===== config.mk =====
export PLATFORM = sky130hd
export DESIGN_NAME = csg_clock_strap
export DESIGN_NICKNAME = d
export VERILOG_FILES = /design/src/csg_sel_timer.v /design/src/csg_stop_gate.v /design/src/csg_clock_strap.v
export VERILOG_INCLUDE_DIRS = /design/src /design/src/src
export SDC_FILE = /design/constraint.sdc
export NUM_CORES = 1
export LEC_CHECK = 0
export BUFFER_PORTS_ARGS = -buffer_cell sky130_fd_sc_hd__clkbuf_2
export CORE_ASPECT_RATIO = 0.7
export CORE_MARGIN = 4
export CORE_UTILIZATION = 40
export DETAILED_ROUTE_END_ITERATION = 8
export PLACE_DENSITY_LB_ADDON = 0.12
export REMOVE_ABC_BUFFERS = 1
export SYNTH_ARGS = -nofsm -noshare
export SYNTH_HDL_FRONTEND = slang
export SYNTH_SLANG_ARGS = --single-unit

===== constraint.sdc =====
create_clock -name aclk -period 4.3 [get_ports aclk]
set_clock_uncertainty 0.15 [all_clocks]
set_input_delay 0.86 -clock aclk [delete_from_list [all_inputs] [get_ports aclk]]
set_output_delay 0.86 -clock aclk [all_outputs]
set_load 0.005 [all_outputs]

===== src/csg_map.vh =====
// Constants shared by the clock strap latch and gating logic.
`ifndef CSG_MAP_VH
`define CSG_MAP_VH

// Timing of the strap selection period.
`define CSG_ACLK_MHZ 250
`define CSG_SEL_PERIOD_US 2000
`define CSG_REF_CLK_KHZ 14318
`define CSG_SEL_REF_CYCLES ((`CSG_SEL_PERIOD_US * `CSG_REF_CLK_KHZ) / 1000)
`define CSG_SEL_CNT_W 16

// Sampling depth of the stop inputs, in sample-clock rising edges.
`define CSG_PCI_STOP_STAGES 1
`define CSG_CLK_STOP_STAGES 2

// Register map, byte addresses.
`define CSG_ADDR_W 4
`define CSG_ADDR_STATUS 4'h0
`define CSG_ADDR_CTRL 4'h4

// Control register fields and reset value.
`define CSG_CTRL_PCI_DIS 0
`define CSG_CTRL_MEM_DIS 1
`define CSG_CTRL_CPU_DIS 2
`define CSG_CTRL_W 3
`define CSG_CTRL_RESET 3'h0

// Status register fields.
`define CSG_ST_FS_LSB 0
`define CSG_ST_MODE 4
`define CSG_ST_LATCHED 5
`define CSG_ST_DRIVE 6
`define CSG_ST_PCI_RUN 7
`define CSG_ST_MEM_RUN 8
`define CSG_ST_CPU_RUN 9

// AXI responses.
`define CSG_RESP_OKAY 2'h0
`define CSG_RESP_SLVERR 2'h2

`endif


===== src/csg_sel_timer.v =====
// Selection-period timer that counts reference clock edges after power detect.
`timescale 1ns/1ps
`default_nettype none
module csg_sel_timer #(
    parameter CW = 16,
    parameter SEL_CYCLES = 28636
) (
    // Clock and power detect
    input wire aclk,
    input wire power_good,
    // Reference clock level
    input wire ref_clk,
    // Results
    output wire capture_strobe,
    output wire done
);
    localparam [CW-1:0] LAST = SEL_CYCLES - 1;
    reg ref_prev_q;
    reg [CW-1:0] cnt_q;
    reg done_q;
    reg strobe_q;

    // Only a power-down clears the timer, so the capture happens once per power-up.
    always @(posedge aclk) begin
        if (!power_good) begin
            // Tracking the level here keeps a high level at power-up from counting as an edge.
            ref_prev_q <= ref_clk;
            cnt_q <= {CW{1'b0}};
            done_q <= 1'b0;
            strobe_q <= 1'b0;
        end else begin
            ref_prev_q <= ref_clk;
            strobe_q <= 1'b0;
            if (!done_q && ref_clk && !ref_prev_q) begin
                if (cnt_q == LAST) begin
                    done_q <= 1'b1;
                    strobe_q <= 1'b1;
                end else begin
                    cnt_q <= cnt_q + {{(CW-1){1'b0}}, 1'b1};
                end
            end
        end
    end

    assign capture_strobe = strobe_q;
    assign done = done_q;
endmodule
`default_nettype wire


===== src/csg_stop_gate.v =====
// Stop-input sampler and glitch-free enable for a group of gated clocks.
`timescale 1ns/1ps
`default_nettype none
module csg_stop_gate #(
    parameter STAGES = 2
) (
    // Clock and reset
    input wire aclk,
    input wire aresetn,
    // Sampling clock, gated source clock and run request
    input wire sample_clk,
    input wire src_clk,
    input wire run_req,
    // Enable for the gated copies
    output wire run_en
);
    reg sample_prev_q;
    reg [STAGES-1:0] pipe_q;
    reg run_en_q;
    wire sample_rise;

    assign sample_rise = sample_clk & ~sample_prev_q;

    always @(posedge aclk) begin
        if (!aresetn) begin
            sample_prev_q <= sample_clk;
        end else begin
            sample_prev_q <= sample_clk;
        end
    end

    // Each stage advances on a rising edge of the sampling clock.
    genvar i;
    generate
        for (i = 0; i < STAGES; i = i + 1) begin : g_stage
            always @(posedge aclk) begin
                if (!aresetn) begin
                    pipe_q[i] <= 1'b0;
                end else if (sample_rise) begin
                    pipe_q[i] <= (i == 0) ? run_req : pipe_q[(i == 0) ? 0 : i - 1];
                end
            end
        end
    endgenerate

    // The enable moves only while the source is low, so no high phase is cut short.
    always @(posedge aclk) begin
        if (!aresetn) begin
            run_en_q <= 1'b0;
        end else if (!src_clk) begin
            run_en_q <= pipe_q[STAGES-1];
        end
    end

    assign run_en = run_en_q;
endmodule
`default_nettype wire


===== src/csg_clock_strap.v =====
// Top of the clock strap latch and output gating block with its AXI4-Lite slave.
`timescale 1ns/1ps
`default_nettype none
`include "csg_map.vh"
module csg_clock_strap #(
    parameter SEL_CYCLES = `CSG_SEL_REF_CYCLES
) (
    // Clock and reset
    input wire aclk,
    input wire aresetn,
    // Power detect, high once the supply is above threshold
    input wire power_good,
    // Clock sources, sampled as synchronous levels
    input wire ref_clk_in,
    input wire pci_clk_in,
    input wire cpu_clk_in,
    input wire clk24_in,
    input wire clk48_in,
    input wire mem_clk_source,
    // Clock-stop input, active low
    input wire clk_stop_n,
    // Dual pin: 24 MHz output / select bit 0
    input wire freq_sel_bit0_in,
    output wire freq_sel_bit0_out,
    output wire freq_sel_bit0_oe,
    // Dual pin: 48 MHz output / select bit 1
    input wire freq_sel_bit1_in,
    output wire freq_sel_bit1_out,
    output wire freq_sel_bit1_oe,
    // Dual pin: second reference output / select bit 2
    input wire freq_sel_bit2_in,
    output wire freq_sel_bit2_out,
    output wire freq_sel_bit2_oe,
    // Dual pin: PCI output 0 / select bit 3
    input wire freq_sel_bit3_in,
    output wire freq_sel_bit3_out,
    output wire freq_sel_bit3_oe,
    // Dual pin: free PCI output / mode strap
    input wire mode_pin_in,
    output wire mode_pin_out,
    output wire mode_pin_oe,
    // Shared pin: first reference output or PCI stop input
    input wire fixed_ref_out_a_in,
    output wire fixed_ref_out_a_out,
    output wire fixed_ref_out_a_oe,
    // Clock outputs
    output wire [4:0] pci_clk_gated,
    output wire [1:0] cpu_clk_gated,
    output wire cpu_clk_free,
    output wire [15:0] mem_clk_gated,
    output wire mem_clk_free,
    // Latched straps
    output wire [3:0] freq_sel_code,
    output wire mode_strap,
    // AXI4-Lite write address
    input wire [`CSG_ADDR_W-1:0] s_axi_awaddr,
    input wire [2:0] s_axi_awprot,
    input wire s_axi_awvalid,
    output wire s_axi_awready,
    // AXI4-Lite write data
    input wire [31:0] s_axi_wdata,
    input wire [3:0] s_axi_wstrb,
    input wire s_axi_wvalid,
    output wire s_axi_wready,
    // AXI4-Lite write response
    output wire [1:0] s_axi_bresp,
    output wire s_axi_bvalid,
    input wire s_axi_bready,
    // AXI4-Lite read address
    input wire [`CSG_ADDR_W-1:0] s_axi_araddr,
    input wire [2:0] s_axi_arprot,
    input wire s_axi_arvalid,
    output wire s_axi_arready,
    // AXI4-Lite read data
    output wire [31:0] s_axi_rdata,
    output wire [1:0] s_axi_rresp,
    output wire s_axi_rvalid,
    input wire s_axi_rready
);
    wire capture_strobe;
    wire timer_done;
    wire pci_en;
    wire mem_en;
    wire cpu_en;
    wire pci_stop_level;
    wire pci_run_req;
    wire mem_run_req;
    wire cpu_run_req;

    reg [4:0] straps_q;
    reg latched_q;
    reg drive_q;

    reg fs0_out_q;
    reg fs1_out_q;
    reg fs2_out_q;
    reg fs3_out_q;
    reg mode_out_q;
    reg ref_a_out_q;
    reg ref_a_oe_q;
    reg [4:0] pci_q;
    reg [1:0] cpu_q;
    reg cpu_free_q;
    reg [15:0] mem_q;
    reg mem_free_q;

    reg [`CSG_CTRL_W-1:0] ctrl_q;
    reg awready_q;
    reg wready_q;
    reg aw_hold_q;
    reg w_hold_q;
    reg [`CSG_ADDR_W-1:0] awaddr_q;
    reg [31:0] wdata_q;
    reg [3:0] wstrb_q;
    reg bvalid_q;
    reg [1:0] bresp_q;
    reg arready_q;
    reg rvalid_q;
    reg [31:0] rdata_q;
    reg [1:0] rresp_q;
    reg [31:0] rd_word;
    reg rd_ok;

    csg_sel_timer #(
        .CW(`CSG_SEL_CNT_W),
        .SEL_CYCLES(SEL_CYCLES)
    ) u_timer (
        .aclk(aclk),
        .power_good(power_good),
        .ref_clk(ref_clk_in),
        .capture_strobe(capture_strobe),
        .done(timer_done)
    );

    // Straps and the driver enable survive the bus reset; only power-down clears them.
    always @(posedge aclk) begin
        if (!power_good) begin
            straps_q <= 5'h00;
            latched_q <= 1'b0;
            drive_q <= 1'b0;
            ref_a_oe_q <= 1'b0;
        end else begin
            if (capture_strobe) begin
                straps_q <= {mode_pin_in, freq_sel_bit3_in, freq_sel_bit2_in,
                             freq_sel_bit1_in, freq_sel_bit0_in};
                latched_q <= 1'b1;
            end
            drive_q <= latched_q;
            ref_a_oe_q <= drive_q & straps_q[4];
        end
    end

    // Drivers stay off until one cycle after the capture.
    assign freq_sel_bit0_oe = drive_q;
    assign freq_sel_bit1_oe = drive_q;
    assign freq_sel_bit2_oe = drive_q;
    assign freq_sel_bit3_oe = drive_q;
    assign mode_pin_oe = drive_q;

    assign freq_sel_code = straps_q[3:0];
    assign mode_strap = straps_q[4];

    // In mode 0 the shared pin is the PCI stop input; in mode 1 only the PCI disable bit stops the PCI outputs.
    assign pci_stop_level = straps_q[4] ? 1'b1 : fixed_ref_out_a_in;
    assign pci_run_req = pci_stop_level & ~ctrl_q[`CSG_CTRL_PCI_DIS];
    assign mem_run_req = clk_stop_n & ~ctrl_q[`CSG_CTRL_MEM_DIS];
    assign cpu_run_req = clk_stop_n & ~ctrl_q[`CSG_CTRL_CPU_DIS];

    csg_stop_gate #(
        .STAGES(`CSG_PCI_STOP_STAGES)
    ) u_pci_gate (
        .aclk(aclk),
        .aresetn(aresetn),
        .sample_clk(pci_clk_in),
        .src_clk(pci_clk_in),
        .run_req(pci_run_req),
        .run_en(pci_en)
    );

    csg_stop_gate #(
        .STAGES(`CSG_CLK_STOP_STAGES)
    ) u_mem_gate (
        .aclk(aclk),
        .aresetn(aresetn),
        .sample_clk(cpu_clk_in),
        .src_clk(mem_clk_source),
        .run_req(mem_run_req),
        .run_en(mem_en)
    );

    csg_stop_gate #(
        .STAGES(`CSG_CLK_STOP_STAGES)
    ) u_cpu_gate (
        .aclk(aclk),
        .aresetn(aresetn),
        .sample_clk(cpu_clk_in),
        .src_clk(cpu_clk_in),
        .run_req(cpu_run_req),
        .run_en(cpu_en)
    );

    // Output flip-flops; memory copies follow their source without waiting for drive_q, all others are gated by it.
    always @(posedge aclk) begin
        if (!aresetn) begin
            fs0_out_q <= 1'b0;
            fs1_out_q <= 1'b0;
            fs2_out_q <= 1'b0;
            fs3_out_q <= 1'b0;
            mode_out_q <= 1'b0;
            ref_a_out_q <= 1'b0;
            pci_q <= 5'h00;
            cpu_q <= 2'h0;
            cpu_free_q <= 1'b0;
            mem_q <= 16'h0000;
            mem_free_q <= 1'b0;
        end else begin
            fs0_out_q <= drive_q & clk24_in;
            fs1_out_q <= drive_q & clk48_in;
            fs2_out_q <= drive_q & ref_clk_in;
            fs3_out_q <= drive_q & pci_clk_in & pci_en;
            mode_out_q <= drive_q & pci_clk_in;
            ref_a_out_q <= drive_q & straps_q[4] & ref_clk_in;
            pci_q <= {5{drive_q & pci_clk_in & pci_en}};
            cpu_free_q <= drive_q & cpu_clk_in;
            cpu_q <= {2{drive_q & cpu_clk_in & cpu_en}};
            mem_q <= {16{mem_clk_source & mem_en}};
            mem_free_q <= mem_clk_source;
        end
    end

    assign freq_sel_bit0_out = fs0_out_q;
    assign freq_sel_bit1_out = fs1_out_q;
    assign freq_sel_bit2_out = fs2_out_q;
    assign freq_sel_bit3_out = fs3_out_q;
    assign mode_pin_out = mode_out_q;
    assign fixed_ref_out_a_out = ref_a_out_q;
    assign fixed_ref_out_a_oe = ref_a_oe_q;
    assign pci_clk_gated = pci_q;
    assign cpu_clk_gated = cpu_q;
    assign cpu_clk_free = cpu_free_q;
    assign mem_clk_gated = mem_q;
    assign mem_clk_free = mem_free_q;

    // Write channel: address and data are taken in either order, response follows both.
    always @(posedge aclk) begin
        if (!aresetn) begin
            awready_q <= 1'b1;
            wready_q <= 1'b1;
            aw_hold_q <= 1'b0;
            w_hold_q <= 1'b0;
            awaddr_q <= {`CSG_ADDR_W{1'b0}};
            wdata_q <= 32'h00000000;
            wstrb_q <= 4'h0;
            bvalid_q <= 1'b0;
            bresp_q <= `CSG_RESP_OKAY;
            ctrl_q <= `CSG_CTRL_RESET;
        end else begin
            if (awready_q && s_axi_awvalid) begin
                awready_q <= 1'b0;
                aw_hold_q <= 1'b1;
                awaddr_q <= s_axi_awaddr;
            end
            if (wready_q && s_axi_wvalid) begin
                wready_q <= 1'b0;
                w_hold_q <= 1'b1;
                wdata_q <= s_axi_wdata;
                wstrb_q <= s_axi_wstrb;
            end
            if (aw_hold_q && w_hold_q && !bvalid_q) begin
                aw_hold_q <= 1'b0;
                w_hold_q <= 1'b0;
                bvalid_q <= 1'b1;
                if (awaddr_q == `CSG_ADDR_CTRL) begin
                    bresp_q <= `CSG_RESP_OKAY;
                    if (wstrb_q[0]) begin
                        ctrl_q <= wdata_q[`CSG_CTRL_W-1:0];
                    end
                end else if (awaddr_q == `CSG_ADDR_STATUS) begin
                    bresp_q <= `CSG_RESP_OKAY;
                end else begin
                    bresp_q <= `CSG_RESP_SLVERR;
                end
            end
            if (bvalid_q && s_axi_bready) begin
                bvalid_q <= 1'b0;
                awready_q <= 1'b1;
                wready_q <= 1'b1;
            end
        end
    end

    always @* begin
        rd_word = 32'h00000000;
        rd_ok = 1'b1;
        case (s_axi_araddr)
            `CSG_ADDR_STATUS: begin
                rd_word[`CSG_ST_FS_LSB+3:`CSG_ST_FS_LSB] = straps_q[3:0];
                rd_word[`CSG_ST_MODE] = straps_q[4];
                rd_word[`CSG_ST_LATCHED] = latched_q;
                rd_word[`CSG_ST_DRIVE] = drive_q;
                rd_word[`CSG_ST_PCI_RUN] = pci_en;
                rd_word[`CSG_ST_MEM_RUN] = mem_en;
                rd_word[`CSG_ST_CPU_RUN] = cpu_en;
            end
            `CSG_ADDR_CTRL: begin
                rd_word[`CSG_CTRL_W-1:0] = ctrl_q;
            end
            default: begin
                rd_ok = 1'b0;
            end
        endcase
    end

    always @(posedge aclk) begin
        if (!aresetn) begin
            arready_q <= 1'b1;
            rvalid_q <= 1'b0;
            rdata_q <= 32'h00000000;
            rresp_q <= `CSG_RESP_OKAY;
        end else begin
            if (arready_q && s_axi_arvalid) begin
                arready_q <= 1'b0;
                rvalid_q <= 1'b1;
                rdata_q <= rd_word;
                rresp_q <= rd_ok ? `CSG_RESP_OKAY : `CSG_RESP_SLVERR;
            end
            if (rvalid_q && s_axi_rready) begin
                rvalid_q <= 1'b0;
                arready_q <= 1'b1;
            end
        end
    end

    assign s_axi_awready = awready_q;
    assign s_axi_wready = wready_q;
    assign s_axi_bvalid = bvalid_q;
    assign s_axi_bresp = bresp_q;
    assign s_axi_arready = arready_q;
    assign s_axi_rvalid = rvalid_q;
    assign s_axi_rdata = rdata_q;
    assign s_axi_rresp = rresp_q;
endmodule
`default_nettype wire


Word level (Yosys, flattened, before mapping)
Cells that the tools add are included.
Widths: inputs -> output; s select.
{ "classes": {"n_mux": 8, "addsub": 1, "bitwise": 22, "reduce_logical": 22, "eq_ne": 3} }
{ "ops": {"columns": ["operator", "n"], "rows": [
  ["$add 16x1->16 const B", 1],
  ["$eq 16x15->1 const B", 1],
  ["$and 1x1->1", 15],
  ["$logic_and 1x1->1", 9],
  ["$eq 4x3->1 const B", 2],
  ["$logic_not 4->1", 2],
  ["$reduce_or 2->1", 4],
  ["$mux 7", 1],
  ["$not 1->1", 7],
  ["$mux 2", 3],
  ["$pmux 3 s2", 1],
  ["$reduce_and 2->1", 3],
  ["$logic_not 1->1", 3],
  ["$mux 1", 3],
  ["$reduce_and 3->1", 1]
]} }
{ "word_totals": {"input_bits": 71, "ff_bits": 80} }

Longest topological paths before layout
Gate-level depths: netlist (run 1).
{ "logic_depth": {"ltp_word": 4, "depth_mapped": 5, "depth_no_buf": 5} }

By module
A second synthesis (run 1) with hierarchy kept.
{ "hier_totals": {"hier_cells": 355, "area_unflattened_um2": 3405.8} }
{ "modules_own_cells": {"columns": ["module", "instances", "area_per_inst_um2", "cells_each"], "rows": [
  ["csg_clock_strap", 1, 2124.5, 225],
  ["csg_sel_timer", 1, 890.9, 97],
  ["csg_stop_gate at u_cpu_gate ...", 2, 141.4, 12],
  ["csg_stop_gate at u_pci_gate", 1, 107.6, 9]
]} }

Worst setup path before layout (run 1)
OpenSTA, ideal clock, no wires.
{ "synth_path": {"path_type": "input to register", "startpoint": "in ref_clk_in", "endpoint": "reg u_timer.cnt_q[15]", "setup_ps": 72, "t_required_ps": 4078, "cell_stages": 5, "t_arrival_ps": 2453, "slack_ps": 1625, "cell_sequence": "or3b_1 > or4_1 > clkbuf_1 > or4_1 > a21oi_1"} }
{ "synth_between": {"elab_chain_cells": 3} }
{ "synth_rtl": {"columns": ["item", "line_no", "rtl"], "rows": [
  ["start, declared", "csg_clock_strap.v:14", "input wire ref_clk_in,"],
  ["$logic_and 1x1->1 (2 in series)", "csg_sel_timer.v:34", "if (!done_q && ref_clk && !ref_prev_q) begin"],
  ["$reduce_and 2->1 (no source line)", null, null],
  ["end signal, assigned", "csg_sel_timer.v:28", "cnt_q <= {CW{1'b0}};"],
  ["end signal, assigned", "csg_sel_timer.v:39", "cnt_q <= cnt_q + {{(CW-1){1'b0}}, 1'b1};"],
  ["end, declared", "csg_sel_timer.v:19", "reg [CW-1:0] cnt_q;"]
]} }
Every way passes these cells.
A chain may end at the register's enable or synchronous reset.

Worst setup path in the final report (run 1)
Same ends and word-level chain as after synthesis.

==> metrics.txt, run 1 <==
Hold Path Class reg -> reg; drt wl/cell ~13 µm; DPL Wire Length between 4000 and 5000 µm; area leader, netlist dfxtp_1; die extent in x roughly 120 µm; LEAKAGE 1.65 nW; Final Slew Violations 0; post-layout min period between 2 and 3 ns; initial antenna violation count 0; layout cells sized above 1 around 25%; post-route cell area ~3800 µm²; sequential fraction of the synthesis area roughly 47%; max_slew headroom 39.6%; Initial Util 41.4%; Synth cell types 35; GR Util All Layers between 10 and 15%; first-pass GRT wire length 10700 µm; CTS sink count 77; Yosys reg bits 77; Port Buffers 91; most frequent cells in the layout clkbuf_2, dfxtp_1, nand2_1; Clock Latency Late Sink 0.33 ns; WS Path Type in -> reg; area grow syn2layout 17.7%; Final period util between 60 and 70%; PD cells between 400 and 500 nW/µm²; final setup fails 0; TritonCTS clock tree built; hold buffer count at cts 0; commonest non-fill, non-tap cell in the layout clkbuf_2; Final Hold Fails 0; # Post-CTS Setup Buffers 0; die area just under 10000 µm²; DRT antenna net count 0; Post-layout nets a little under 500; crit path capture type register; Placed Instance Area around 3500 µm²; MaxCap Viol Count 0; area of the core around 8000 µm²; RSZ-0062 raised after global routing false; I/O pin cnt 154; Worst setup SP type input port; H-tree levels 3; total grt overflow 0; f_max about 0.36 GHz; worst endpoint required time 4.39 ns; WL final around 6700 µm; Syn Inst Count between 300 and 400; total CTS buffers 9; Area contributors post-synth dfxtp_1, buf_4, mux2i_1; DR vias/cell approximately 4.8; Slew @ Worst Pin roughly 0.9 ns; pin count of the biggest net entering global routing 44; # diodes 0; post-CTS sizing 0; placer congestion estimate just under 0.8; CTS root buf clkbuf_16; share of the synthesized area in the top cell type 47.1%; Clock transition at path regs roughly 0.060 ns; Fin Setup TNS 0 ns; Initial DRC Count about 130; Site Rows 27; # DRC 0; CP arrival roughly 2.9 ns; Mapped Area ~3300 µm²; die height 83.6 µm; critical path fanouts, max 11; Max Root-Sink Buffers 2; warnings from Yosys 0; vias in the first global route ~2200; peak supply drop 229 µV; DR pass1 iterations 4; detailed-route via count between 2000 and 3000; run status finished clean; Mapped Avg Cell Area approximately 9.2 µm²
-- synth_stat cells, drive strengths merged --
cell type / count
a21boi: 15
a21oi: 10
a22oi: 7
and2: 6
and3: 7
and4: 1
buf: 51
clkbuf: 8
clkinv: 1
conb: 1
dfxtp: 77
ha: 1
inv: 6
mux2i: 20
nand2: 29
nand2b: 6
nand3: 15
nand3b: 3
nand4: 6
nand4b: 1
nor2: 21
nor2b: 18
nor3: 9
nor3b: 2
nor4: 5
o21a: 1
o21ai: 5
o31ai: 2
or2: 1
or3: 5
or3b: 1
or4: 5
xnor2: 6
xor2: 2
-- cell type report --
type / instances / area (µm²)
clock inverters: 5 / 63.8
flip-flops and latches: 77 / 1540
inverters: 7 / 26.3
fillers: 775 / 4060
repair buffers: 91 / 455
clock buffers: 11 / 253
well taps: 101 / 126
multi-input cells: 234 / 1380
-- worst max-delay path, stage by stage --
cell	delay, ns
clkbuf_2	0.11
or3b_1	0.53
or4_1	0.67
or4_1	0.53
a21oi_1	0.15
-- state kept, by name, indices dropped and copies added (netlist names), 2 cells and up --
| signal | count |
|---|---|
| wdata_q | 3 |
| straps_q | 5 |
| u_mem_gate.pipe_q | 2 |
| u_cpu_gate.pipe_q | 2 |
| s_axi_rdata | 10 |
| awaddr_q | 4 |
| u_timer.cnt_q | 16 |
| ctrl_q | 3 |
-- where the power goes --
part           switching, mW  total [mW]  internal (mW)
Clock                  0.293       0.780          0.487
Combinational         0.0445      0.0765         0.0321
Sequential            0.0110       0.740          0.729
-- path summary, 6_finish.rpt --
check                    endpoint  slack [ns]  cells past startpoint                 start
max             u_timer.cnt_q[15]        1.55                      5            ref_clk_in
min          u_mem_gate.pipe_q[0]        0.32                      2  u_mem_gate.pipe_q[0]
max reg2reg     u_timer.cnt_q[15]        1.85                      4          u_timer.done
min reg2reg  u_mem_gate.pipe_q[0]        0.32                      2  u_mem_gate.pipe_q[0]
-- kinds of logic (layout without fill, tap and decap cells) --
group           count (synthesis)  after routing  share of synthesized area, %
mux                            20             20                          6.12
compound gates                 40             40                          8.04
flops                          77             77                          47.1
other cells                     1             24                         0.115
xor+xnor                        8              8                          2.14
buf+inv                        66            114                          13.2
fa+ha+maj                       1              1                         0.383
simple gates                  141            141                          22.8
-- routing by layer --
metal,wire [µm],GRT usage [%],vias to the layer above
li1,-,-,1275
met1,3140,18.4,1125
met2,2860,20.4,96
met3,602,4.28,7
met4,80,6.95,0
met5,0,0,-
-- stage by stage --
step | hold slack [ns] | setup slack (ns) | power [mW] | utilization [%] | std cells
after floorplan | 0.287 | 1.51 | 0.792 | - | 318
after global placement | 0.305 | 1.26 | 0.831 | 44.7 | 510
after detailed placement | 0.311 | 1.22 | 0.833 | 44.7 | 510
after CTS | 0.319 | 1.55 | 1.62 | 48.7 | 526
after global routing | 0.328 | 1.46 | 1.66 | 48.7 | 526
final | 0.317 | 1.55 | 1.60 | 48.7 | 526
Power figures use the tool's default switching activity.
==> run 2, diff against run 1 <==
Clock period 4.3 ns to 2.41 ns, I/O delays scaled along.
==> run 2 against run 1 <==
  * Global-route usage rose by 0.23 points
  * Combinational power rose by 90%
  * Sequential share of layout area fell by 0.62 points
  * Design area rose by 1.6%
  * Critical endpoint unchanged
  * Via count barely moved
==> metrics.txt, run 2 (synthesis results as in run 1) <==
crit path capture type register (unchanged); area grow syn2layout 19.6% (was 17.7%); Max Root-Sink Buffers 2 (unchanged); dpl cells 519 (was 510); CP arrival 2.36 ns (was 2.85 ns); critical path fanouts, max 4 (was 11); placer congestion estimate 0.792 (was 0.778); pin count of the biggest net entering global routing 25 (was 44); Fin Setup TNS 0 ns (unchanged); TritonCTS clock tree built (unchanged); layout cells sized above 1 27.0% (was 25.4%); LEAKAGE 1.68 nW (was 1.65 nW); CTS root buf clkbuf_16 (unchanged); RSZ-0062 raised after global routing false (unchanged); Final Hold Fails 0 (unchanged); max_slew headroom 60.6% (was 39.6%); critical path, cell by cell or3b_1 -> or4_1 -> or4_1 -> a21oi_1 (was clkbuf_2 -> or3b_1 -> or4_1 -> or4_1 -> a21oi_1); worst endpoint required time 2.51 ns (was 4.39 ns); DRT antenna net count 0 (unchanged); Worst path slowest cell or4_1 (unchanged); Finished Layout Cells 535 (was 526); area of the core 7910 µm² (unchanged); worst reg2reg path depth 4 (unchanged); Post-layout nets 501 (was 492); hold buffer count at cts 0 (unchanged); Initial DRC Count 123 (was 126); hold depth 1 (was 2); vias in the first global route 2213 (was 2194); total CTS buffers 9 (unchanged); post-layout min period between 2 and 2.5 ns; critical path depth 4 (was 5); Site Rows 27 (unchanged); CTS sink count 77 (unchanged); # DRC 0 (unchanged); die extent in x 116 µm (unchanged); Port Buffers 91 (unchanged); total grt overflow 0 (unchanged); commonest non-fill, non-tap cell in the layout clkbuf_2 (unchanged); detailed-route via count 2504 (was 2503); PD cells 722 nW/µm² (was 415 nW/µm²); Clock transition at path regs 0.06 ns (about the same); Reg with most FFs u_timer.cnt_q (unchanged); # Post-CTS Setup Buffers 0 (unchanged); MaxCap Viol Count 0 (unchanged); final setup fails 0 (unchanged); Clock Latency Late Sink 0.32 ns (was 0.33 ns); DR pass1 iterations 4 (unchanged); drt wl/cell 12.7 µm (about the same); CP bufs+invs 0 (was 1); die area 9710 µm² (unchanged); Worst setup SP type register (was input port); DPL Wire Length 5160 µm (was 4950 µm); Final Slew Violations 0 (unchanged); WL final 6820 µm (was 6680 µm); Final period util 93.7%; Slew @ Worst Pin 0.586 ns (was 0.899 ns); GR Util All Layers 14.2% (was 13.9%); post-CTS sizing 0 (unchanged); peak supply drop 348 µV (was 229 µV); Power Total 2.82 mW (was 1.60 mW); initial antenna violation count 0 (unchanged); CP most frequent cell or4_1 (unchanged); max reg flops 16 (unchanged); H-tree levels 3 (unchanged); Hold Path Class in -> reg (was reg -> reg); WS Path Type reg -> reg (was in -> reg); most frequent cells in the layout clkbuf_2, dfxtp_1, nand2_1 (unchanged); I/O pin cnt 154 (unchanged); Initial Util 41.4% (unchanged); # diodes 0 (unchanged); run status finished clean (unchanged); critical path's top delay family simple AND/OR/NAND/NOR gates (unchanged); first-pass GRT wire length 11000 µm (was 10700 µm); die height 83.6 µm (unchanged); slowest stage delay, CP 0.60 ns (was 0.67 ns); DR vias/cell 4.68 (was 4.76); f_max around 0.44 GHz
==> run 2: cell count changes in the layout (fill, tap and decap cells not counted) <==
cell / before / now
clkbuf_8: 2 / 1
inv_6: 3 / 1
clkinv_4: 0 / 1
clkinvlp_4: 1 / 3
buf_4: 0 / 9
==> run 2: area by class of cell <==
type	instances	area [µm²]
Fill cell	754	4000
Sequential cell	77	1540
Multi-Input combinational cell	234	1380
Timing Repair Buffer	100	523
Clock buffer	10	239
Tap cell	101	126
Clock inverter	6	70.1
Inverter	7	26.3
==> run 2: routing by layer <==
layer	global-route usage (%)	vias up	routed length, µm
met5	0	-	0
met3	4.20	6	559
met4	4.43	0	66
met1	20.8	1113	3350
li1	-	1286	-
met2	19.7	99	2840
==> run 2: worst paths after layout <==
check	from	end	slack [ns]
worst max-delay path	u_timer.done	u_timer.cnt_q[15]	0.15
worst min-delay path	pci_clk_in	u_pci_gate.sample_prev_q	0.18
worst max register to register	u_timer.done	u_timer.cnt_q[15]	0.15
worst min register to register	awaddr_q[1]	awaddr_q[1]	0.31
==> run 2: power breakdown <==
group          internal (mW)  switching, mW
registers               1.30         0.0199
logic                 0.0640         0.0805
clock network          0.835          0.523
total                   2.20          0.624
==> run 2: metrics by stage <==
stage	util (%)	worst slack [ns]	cell area [µm²]	hold WS [ns]
3_3_place_gp	45.5	0.0104	3600	0.300
4_1_cts	49.4	0.154	3910	0.171
6_report	49.4	0.152	3910	0.181
3_5_place_dp	45.5	-0.0603	3600	0.306
5_1_grt	49.4	0.0720	3910	0.164
2_1_floorplan	-	-0.00371	2950	0.287
